--- src/design/bxs_pkg.sv ---
package bxs_pkg;

	localparam int ADDR_W = 20;
	localparam int A2_BIT = 2;

	// Level of the direction output for each way of data flow.
	localparam logic DIR_RECEIVE  = 1'b0;
	localparam logic DIR_TRANSMIT = 1'b1;

	// Reset values of the pin outputs.
	localparam logic SEL_RST     = 1'b1;
	localparam logic DEN_RST     = 1'b1;
	localparam logic DEN_OE_RST  = 1'b1;
	localparam logic DIR_RST     = 1'b0;
	localparam logic DIR_OE_RST  = 1'b0;
	localparam logic GRANT_RST   = 1'b0;

	// Clocks for which the enable is driven high in reset before floating.
	localparam int RST_DRIVE_CLKS = 1;
	localparam int CLK_PERIOD_NS  = 100;

	typedef struct packed {
		logic              req;
		logic              write;
		logic              io;
		logic [ADDR_W-1:0] addr;
	} bxs_cyc_type;

	typedef struct packed {
		logic              as_addr;
		logic              space_io;
		logic [ADDR_W-1:0] base;
		logic [ADDR_W-1:0] limit;
	} bxs_selcfg_type;

	typedef struct packed {
		logic dir;
		logic dir_oe;
		logic den_b;
		logic den_oe;
	} bxs_xcvr_type;

	typedef enum logic [5:0] {
		ST_RST_DRIVE = 6'h01,
		ST_RST_FLOAT = 6'h02,
		ST_IDLE      = 6'h04,
		ST_TURN      = 6'h08,
		ST_ACTIVE    = 6'h10,
		ST_HOLD      = 6'h20
	} bxs_state_type;

endpackage

--- src/design/bxs_sel_unit.sv ---
`timescale 1ns/1ps
`default_nettype none
module bxs_sel_unit (
	input  wire bxs_pkg::bxs_cyc_type    cyc,      // Current cycle request
	input  wire bxs_pkg::bxs_selcfg_type cfg,      // Select configuration
	input  wire logic                    a2_held,  // Latched address bit
	output logic                         sel_b     // Next select pin level
);
	import bxs_pkg::*;

	logic hit;

	// The range is inclusive at both ends and the space must match.
	assign hit = cyc.req && (cyc.io == cfg.space_io) &&
		(cyc.addr >= cfg.base) && (cyc.addr <= cfg.limit);

	always_comb begin
		if (cfg.as_addr) begin
			sel_b = a2_held;
		end else begin
			sel_b = ~hit;
		end
	end
endmodule
`default_nettype wire

--- src/design/bxs_bus_xcvr_ctrl.sv ---
// Notes on behaviour
// - Shared select pin acts as seventh chip select or latched address bit two.
// - As chip select it goes low only for accesses inside the programmed range.
// - In address mode the pin keeps its last latched bit during bus grant.
// - Direction is low when data flows in, high when writing data out.
// - Transceiver enable is low during every memory and I/O access.
// - Transceiver enable is high whenever the direction output changes.
// - In reset the enable is driven high one clock, then floated.
// - On hold acknowledge the direction and enable outputs are floated.
`timescale 1ns/1ps
`default_nettype none
module bxs_bus_xcvr_ctrl (
	input  wire logic                    clk,       // 10 MHz clock
	input  wire logic                    rst_b,     // Asynchronous reset
	input  wire logic                    core_rst,  // Processor reset level
	input  wire logic                    hold_req,  // Hold request pin
	input  wire bxs_pkg::bxs_cyc_type    cyc,       // Cycle from the core
	input  wire bxs_pkg::bxs_selcfg_type sel_cfg,   // Select configuration
	output logic                         cyc_go,    // Cycle started pulse
	output logic                         bus_grant_ack, // Hold acknowledge
	output bxs_pkg::bxs_xcvr_type        xcvr,      // Transceiver pins
	output logic                         periph_select_seven_or_address_two
	                                                // Shared select pin
);
	import bxs_pkg::*;

	bxs_state_type state_q;
	bxs_state_type state_d;
	logic          hold_s1_q;
	logic          hold_s2_q;
	logic          hold_s3_q;
	logic          hold_q;
	logic          a2_q;
	logic          dir_q;
	logic          dir_oe_q;
	logic          den_q;
	logic          den_oe_q;
	logic          sel_q;
	logic          grant_q;
	logic          go_q;
	logic          sel_d;
	logic          start;
	localparam int DRV_W = 4;
	logic [DRV_W-1:0] drv_cnt_q;
	logic             drv_done;

	// Hold pin synchroniser; a change counts once stages two and three agree.
	always_ff @(posedge clk or negedge rst_b) begin
		if (!rst_b) begin
			hold_s1_q <= 1'b0;
			hold_s2_q <= 1'b0;
			hold_s3_q <= 1'b0;
		end else begin
			hold_s1_q <= hold_req;
			hold_s2_q <= hold_s1_q;
			hold_s3_q <= hold_s2_q;
		end
	end

	always_ff @(posedge clk or negedge rst_b) begin
		if (!rst_b) begin
			hold_q <= 1'b0;
		end else if (hold_s2_q == hold_s3_q) begin
			hold_q <= hold_s3_q;
		end
	end

	// A new access begins from idle or directly after a turnaround.
	assign start = (state_q == ST_IDLE && !hold_q && cyc.req &&
		cyc.write == dir_q) || (state_q == ST_TURN);

	// Counts driven-high enable clocks in reset before the enable floats.
	always_ff @(posedge clk or negedge rst_b) begin
		if (!rst_b) begin
			drv_cnt_q <= '0;
		end else if (state_q != ST_RST_DRIVE) begin
			drv_cnt_q <= '0;
		end else if (!drv_done) begin
			drv_cnt_q <= drv_cnt_q + 1'b1;
		end
	end

	assign drv_done = (drv_cnt_q == DRV_W'(RST_DRIVE_CLKS - 1));

	always_comb begin
		state_d = state_q;
		case (state_q)
			ST_RST_DRIVE: begin
				if (!core_rst) begin
					state_d = ST_IDLE;
				end else if (drv_done) begin
					state_d = ST_RST_FLOAT;
				end
			end
			ST_RST_FLOAT: begin
				if (!core_rst) begin
					state_d = ST_IDLE;
				end
			end
			ST_IDLE: begin
				if (core_rst) begin
					state_d = ST_RST_DRIVE;
				end else if (hold_q) begin
					state_d = ST_HOLD;
				end else if (cyc.req && cyc.write != dir_q) begin
					state_d = ST_TURN;
				end else if (cyc.req) begin
					state_d = ST_ACTIVE;
				end
			end
			ST_TURN: begin
				state_d = ST_ACTIVE;
			end
			ST_ACTIVE: begin
				if (core_rst) begin
					state_d = ST_RST_DRIVE;
				end else if (!cyc.req) begin
					state_d = ST_IDLE;
				end
			end
			ST_HOLD: begin
				if (core_rst) begin
					state_d = ST_RST_DRIVE;
				end else if (!hold_q) begin
					state_d = ST_IDLE;
				end
			end
			default: begin
				state_d = ST_RST_DRIVE;
			end
		endcase
	end

	always_ff @(posedge clk or negedge rst_b) begin
		if (!rst_b) begin
			state_q <= ST_RST_DRIVE;
		end else begin
			state_q <= state_d;
		end
	end

	// Direction only moves on entry to a turnaround, when enable is high.
	always_ff @(posedge clk or negedge rst_b) begin
		if (!rst_b) begin
			dir_q    <= DIR_RST;
			dir_oe_q <= DIR_OE_RST;
		end else begin
			if (state_q == ST_IDLE && state_d == ST_TURN) begin
				dir_q <= cyc.write ? DIR_TRANSMIT : DIR_RECEIVE;
			end
			case (state_d)
				ST_IDLE, ST_TURN, ST_ACTIVE: dir_oe_q <= 1'b1;
				default:                     dir_oe_q <= 1'b0;
			endcase
		end
	end

	always_ff @(posedge clk or negedge rst_b) begin
		if (!rst_b) begin
			den_q    <= DEN_RST;
			den_oe_q <= DEN_OE_RST;
		end else begin
			case (state_d)
				ST_ACTIVE: begin
					den_q    <= 1'b0;
					den_oe_q <= 1'b1;
				end
				ST_IDLE, ST_TURN, ST_RST_DRIVE: begin
					den_q    <= 1'b1;
					den_oe_q <= 1'b1;
				end
				default: begin
					den_q    <= 1'b1;
					den_oe_q <= 1'b0;
				end
			endcase
		end
	end

	// Address bit two is caught only when an access starts.
	always_ff @(posedge clk or negedge rst_b) begin
		if (!rst_b) begin
			a2_q <= 1'b0;
		end else if (start) begin
			a2_q <= cyc.addr[A2_BIT];
		end
	end

	bxs_sel_unit i_bxs_sel_unit (
		.cyc     (cyc),
		.cfg     (sel_cfg),
		.a2_held (a2_q),
		.sel_b   (sel_d)
	);

	// The select pin has no enable: it is driven in every state.
	always_ff @(posedge clk or negedge rst_b) begin
		if (!rst_b) begin
			sel_q <= SEL_RST;
		end else if (sel_cfg.as_addr) begin
			sel_q <= sel_d;
		end else if (state_d == ST_ACTIVE) begin
			sel_q <= sel_d;
		end else begin
			sel_q <= 1'b1;
		end
	end

	always_ff @(posedge clk or negedge rst_b) begin
		if (!rst_b) begin
			grant_q <= GRANT_RST;
			go_q    <= 1'b0;
		end else begin
			grant_q <= (state_d == ST_HOLD);
			go_q    <= start;
		end
	end

	assign cyc_go                             = go_q;
	assign bus_grant_ack                      = grant_q;
	assign xcvr.dir                           = dir_q;
	assign xcvr.dir_oe                        = dir_oe_q;
	assign xcvr.den_b                         = den_q;
	assign xcvr.den_oe                        = den_oe_q;
	assign periph_select_seven_or_address_two = sel_q;
endmodule
`default_nettype wire

--- config.mk ---
export PLATFORM = sky130hd
export DESIGN_NAME = bxs_bus_xcvr_ctrl
export DESIGN_NICKNAME = d
export VERILOG_FILES = /design/src/design/bxs_pkg.sv /design/src/design/bxs_sel_unit.sv /design/src/design/bxs_bus_xcvr_ctrl.sv
export SDC_FILE = /design/constraint.sdc
export NUM_CORES = 1
export LEC_CHECK = 0
export BUFFER_PORTS_ARGS = -buffer_cell sky130_fd_sc_hd__buf_2
export CAP_MARGIN = 20
export CORE_MARGIN = 5
export CORE_UTILIZATION = 36
export CTS_CLUSTER_SIZE = 40
export DETAILED_ROUTE_END_ITERATION = 8
export PLACE_DENSITY = 0.68
export RECOVER_POWER = 50
export SLEW_MARGIN = 20
export SYNTH_ARGS = -nofsm -noshare
export SYNTH_HDL_FRONTEND = slang
export SYNTH_SLANG_ARGS = --single-unit
--- constraint.sdc ---
create_clock -name clk -period 5.2 [get_ports clk]
set_input_delay 1.04 -clock clk [delete_from_list [all_inputs] [get_ports clk]]
set_output_delay 1.04 -clock clk [all_outputs]
set_load 0.05 [all_outputs]
* Word level (Yosys, flattened, before mapping)
Cells that the tools add are included.
** Word-level totals
- Register bits after elaboration :: 22
- Input port bits :: 69
- Output and inout port bits :: 7
** Operators by class
- Add/sub/neg operators :: 1
- $lt $le $gt $ge :: 2
- Equality and inequality tests :: 17
- Multiplexer cells :: 21
- Bitwise gates (word level) :: 1
- Reduce and logical (&&, ||, !) cells :: 13
** Operator list (count)
- $mux W6 :: 11
- $pmux W6 S6 :: 1
- $ge A20 B20 Y1 :: 1
- $le A20 B20 Y1 :: 1
- $eq A6 B1 Y1 const B :: 2
- $eq A6 B3 Y1 const B :: 2
- $eq A6 B4 Y1 const B :: 2
- $eq A6 B5 Y1 const B :: 2
- $eq A6 B6 Y1 const B :: 2
- $logic_and A1 B1 Y1 :: 8
- $mux W4 :: 2
- $mux W1 :: 7
- $eq A6 B2 Y1 const B :: 1
- $ne A6 B1 Y1 const B :: 1
- $add A4 B1 Y4 const B :: 1
- $logic_not A4 Y1 :: 1
- $reduce_or A4 Y1 :: 1
- $eq A1 B1 Y1 :: 3
- $reduce_or A3 Y1 :: 1
- $ne A2 B1 Y1 const B :: 1
- $logic_not A1 Y1 :: 1
- $logic_or A1 B1 Y1 :: 1
- $ne A1 B1 Y1 :: 1
- $not A1 Y1 :: 1

* Depth between registers and ports, before layout
- Depth in word-level cells :: 9
- Mapped depth :: 8

* Hierarchy
A second synthesis with hierarchy kept.
** Second synthesis, totals
- Cells, all modules :: 242
- Area, all modules :: 2112.0 sq um
** Modules (own cells, without submodules)
- bxs_bus_xcvr_ctrl :: instances 1, cells an instance 98, area each 1099.8 sq um, sequential area each 555.5 sq um
- bxs_sel_unit :: instances 1, cells an instance 144, area each 1012.2 sq um, sequential area each 0.0 sq um

* Worst setup path before layout
No wires, ideal clock.
- Kind :: input-to-reg
- From :: input port core_rst
- To :: register den_oe_q
- Library setup time :: 0.094 ns
- Arrival time :: 2.290 ns
- Required time :: 5.106 ns
- Slack :: 2.816 ns
- Cell stages on the path :: 6
- Path buffers :: 1
- Path through :: buf_2 a211oi_1 a21o_1 a221oi_2 inv_2 or4_1
** On the way
- Longest elaborated chain between the ends :: 5
- Elaborated cells between the ends (all ways) :: 12
** RTL lines
- from (decl) :: line bxs_bus_xcvr_ctrl.sv:15 : input wire logic core_rst,
- $mux W6 (on tied branches)
- $pmux W6 S6 (*) :: line bxs_bus_xcvr_ctrl.sv:87 : case (state_q)
- via state_d[4] :: line bxs_bus_xcvr_ctrl.sv:28 : bxs_state_type state_d;
- $eq A6 B4 Y1 (tied with other cells) :: line bxs_bus_xcvr_ctrl.sv:163 : case (state_d)
- $reduce_or A4 Y1 (no source line) (*)
- $mux W1 (*) :: line bxs_bus_xcvr_ctrl.sv:163
- to (signal assigned) :: line bxs_bus_xcvr_ctrl.sv:161 : den_oe_q <= DEN_OE_RST;
- to (signal assigned) :: line bxs_bus_xcvr_ctrl.sv:166 : den_oe_q <= 1'b1;
- to (signal assigned) :: line bxs_bus_xcvr_ctrl.sv:170 : den_oe_q <= 1'b1;
- to (decl) :: line bxs_bus_xcvr_ctrl.sv:37 : logic den_oe_q;
Mark *: on every way through the listed nets, which the timed path passes. The rest lies on a longest branch.
A chain may end at the register's enable or synchronous reset.

* Worst setup path in the final report
- From :: input port cyc[19] (netlist name)
- To :: register sel_q, in the netlist periph_select_seven_or_address_two
** On the way
- Longest elaborated chain between the ends :: 7
- Elaborated cells between the ends (all ways) :: 8
** RTL lines
- from (decl) :: line bxs_bus_xcvr_ctrl.sv:17 : input wire bxs_pkg::bxs_cyc_type cyc,
- $ge A20 B20 Y1 :: line bxs_sel_unit.sv:15 : (cyc.addr >= cfg.base) && (cyc.addr <= cfg.limit);
- $logic_and A1 B1 Y1 :: line bxs_sel_unit.sv:14 : assign hit = cyc.req && (cyc.io == cfg.space_io) &&
- $logic_and A1 B1 Y1 (*) :: line bxs_sel_unit.sv:15
- $not A1 Y1 (*) :: line bxs_sel_unit.sv:21 : sel_b = ~hit;
- $mux W1 (*) :: line bxs_sel_unit.sv:18 : if (cfg.as_addr) begin
- $mux W1 :: line bxs_bus_xcvr_ctrl.sv:202 : end else if (state_d == ST_ACTIVE) begin
- $mux W1 (*) :: line bxs_bus_xcvr_ctrl.sv:200 : end else if (sel_cfg.as_addr) begin
- to (signal assigned) :: line bxs_bus_xcvr_ctrl.sv:201 : sel_q <= sel_d;
- to (signal assigned) :: line bxs_bus_xcvr_ctrl.sv:203 : sel_q <= sel_d;
- to (decl) :: line bxs_bus_xcvr_ctrl.sv:38 : logic sel_q;
Mark *: on every way between the ends. The rest lies on a longest branch, timed or not.

==> flow_summary_export.csv <==
group,metric,value,unit
cells_and_area,layout_commonest_cell,"buf_2",
route,drc,0,
worst_setup_path,critPathKind,"in -> reg",
cells_and_area,fillers,591,
die,die-area,7630,um^2
die,boundaryPins,76,
logic_synthesis,yosysWarnings,0,
worst_setup_path,worstPathMaxFanout,3,
worst_setup_path,worst_path_largest_cell_delay,0.41,ns
route,m1WireLength,2140,um
route,top_layer,"met4",
logic_synthesis,yosys-top-cells-area,"ha_1, dfrtp_1, inv_1",
placed_design,post-dp-hpwl,4430,um
logic_synthesis,ys_seq_area_share,25.8,%
clocking,cts_tree,"done",
global_route,grt_max_degree,23,
flow_run,drv_cap,0,
worst_setup_path,cp-start-kind,"input pin",
die,die_w,87.3,um
clocking,clk_pin_slew_worst_paths,0.08,ns
timing,worst_slew_pin_slew,1.17,ns
cells_and_area,reg_top3,"state_q: 6 flops, drv_cnt_q: 4 flops",
route,viasPerCell,5.07,
clocking,cts_hold_buf,0,
run_status,outcome,"completed",
route,wl_per_cell,12.9,um
clocking,numCtsBuffers,3,
logic_synthesis,synth_ff_type,"dfrtp_1",
cells_and_area,drive_gt1_share,30.4,%
timing,hold_violations,0,
timing,fin_crit,2.42,ns
worst_setup_path,endpoint_kind,"flop",
clocking,post-cts-setup-buffers,0,
global_route,track_usage,13.5,%
global_route,grt_pass1_vias,1967,
timing,fmax,413,MHz
logic_synthesis,synth_cells,243,
clocking,cts_resized,0,
global_route,antenna_found_initial,0,
timing,fin_setup_tns,0,ns
clocking,cts_buffer_depth,2,
global_route,grt-ovfl-total,0,
pwr,ir_drop,0.190,mV
logic_synthesis,synthArstFlopShare,100,%
logic_synthesis,ys_seq_elements,22,
timing,slew_violations,0,
die,dieHeight,87.3,um
clocking,root_buffer,"clkbuf_8",
cells_and_area,final_core_util,44.8,%
worst_setup_path,cpMaxStageDelayCell,"a2111oi_0",
cells_and_area,fin_area,2640,um^2
global_route,grt_pass1_wl,8340,um
placed_design,placed_cell_area,2570,um^2
worst_setup_path,cp.required,5.38,ns
clocking,ctsHtreeMaxLevel,1,
worst_setup_path,cp_num_buf_inv,1,
route,met2_length,2460,um
route,dr.pass1.iters,4,
timing,setup_violations,0,
logic_synthesis,synthesis.nets,354,
worst_setup_path,r2r_setup_slack,2.91,ns
worst_hold_path,whs_path_depth,0,
worst_hold_path,holdCritStartpoint,"hold_s1_q",
cells_and_area,largest_reg_flops,6,
pwr,total_leakage_power,0.00146,uW
logic_synthesis,avgSynthCellArea,8.86,um^2
worst_setup_path,ff2ff_path_depth,8,
cells_and_area,final_cell_mix,"buf_2, inv_1, ha_1, dfrtp_1, a21oi_1",
timing,clock_skew,0.00165,ns
logic_synthesis,synth-edff-count,0,
die,core_area,5890,um^2
clocking,cts_sinks,22,
logic_synthesis,syn_area,2150,um^2
worst_setup_path,arrival,2.60,ns
worst_setup_path,crit_family,"compound AO/OA/AOI/OAI gates",
route,vias,1968,
worst_hold_path,min_path_type,"reg -> reg",
timing,fin_crit_sh,46.5,%
placed_design,place.gp.congestion,0.850,
timing,rsz0062_at_grt,"false",
worst_setup_path,r2r-start,"drv_cnt_q[0]",
route,routed_wl,5000,um
die,rows,28,
route,postRouteAntennaNets,0,
die,start_util,36.6,%
route,wl_met3,291,um
worst_setup_path,r2r-end,"den_oe_q",
cells_and_area,antenna_cells,0,
cells_and_area,top_register,"state_q",
cells_and_area,layout.nets,425,
logic_synthesis,synth_top_area_share,24.4,%
clocking,clock_latency,0.26,ns
worst_hold_path,min_to,"hold_s2_q",
logic_synthesis,synth_area_leader_cell,"ha_1",
logic_synthesis,yosysUniqueCellTypes,52,
cells_and_area,area_growth,22.5,%
worst_setup_path,crit_chain,"buf_2 -> ha_1 -> nand4_1 -> or2_2 -> a2111oi_0 -> o41ai_1 -> o2111ai_1",
route,dr.first_iter.drc_count,36,
timing,relSlewSlack,22.3,%
placed_design,io_buffers,75,
pwr,pwr_density_cell,274,nW/um^2
through the flow:
stage / total power [uW] / std cells / worst slack, ns / hold WS, ns
3_5_place_dp: 571 / 384 / 2.48 / 0.337
3_3_place_gp: 564 / 384 / 2.59 / 0.334
6_report: 723 / 388 / 2.78 / 0.352
5_1_grt: 776 / 388 / 2.63 / 0.372
4_1_cts: 732 / 388 / 2.75 / 0.356
2_1_floorplan: 491 / 243 / 2.82 / 0.331
Yosys cell counts (2+ instances only):
master	count
xor2_1	2
inv_1	46
dfstp_2	4
a211oi_1	6
nor2b_1	5
a21oi_1	12
a22o_1	2
xnor2_1	4
buf_4	5
clkbuf_1	2
a21o_1	7
or2_2	3
nor3_1	3
o21ai_0	8
nand3b_1	2
nand4_1	9
nor3b_1	2
nand3_1	4
or3_1	2
or4_1	3
ha_1	42
dfrtp_1	18
buf_2	2
and2_1	2
nor2_1	11
nand2b_1	4
mux2_2	2
nor4_1	2
and2b_2	2
o211ai_1	3
o221ai_1	3
logic make-up (layout without fill, tap and decap cells):
kind of cell / after synthesis / count (layout) / synth area share [%]
flops: 22 / 22 / 25.8
fa+ha+maj: 43 / 43 / 24.9
simple gates: 62 / 62 / 18.2
buf+inv: 56 / 126 / 10.7
mux: 3 / 3 / 1.51
compound gates: 51 / 51 / 16.4
xor+xnor: 6 / 6 / 2.44
routing by layer:
| layer | vias to the layer above | GRT usage (%) |
|---|---|---|
| li1 | 997 | - |
| met1 | 899 | 16.4 |
| met2 | 62 | 23.9 |
| met3 | 10 | 1.89 |
| met4 | 0 | 5.02 |
| met5 | - | 0 |
how the worst max path moves through the flow:
stage / start / to / slack (ns) / cells after the start
after floorplan: core_rst / den_oe_q / 2.82 / 6
after global placement: cyc[17] / periph_select_seven_or_address_two / 2.59 / 7
after detailed placement: cyc[19] / periph_select_seven_or_address_two / 2.48 / 7
after CTS: cyc[19] / periph_select_seven_or_address_two / 2.75 / 7
after global routing: sel_cfg[19] / periph_select_seven_or_address_two / 2.63 / 8
final: cyc[19] / periph_select_seven_or_address_two / 2.78 / 7
layout make-up:
type	count	area [um^2]	share of cell area [%]
flip-flops and latches	22	556	21.1
inverters	47	176	6.69
multi-input cells	165	1370	51.8
well taps	75	93.8	3.56
clock buffers	3	41.3	1.57
clock inverters	1	30.0	1.14
repair buffers	75	374	14.2
where the power goes:
part	internal, uW	switching, uW	total [uW]	leakage, uW
registers	209	37.3	247	0.000280
clock network	103	53.8	157	0.0000357
logic	134	185	319	0.00114
total	446	276	723	0.00146
Note: power is estimated with default switching activity, not from simulation.
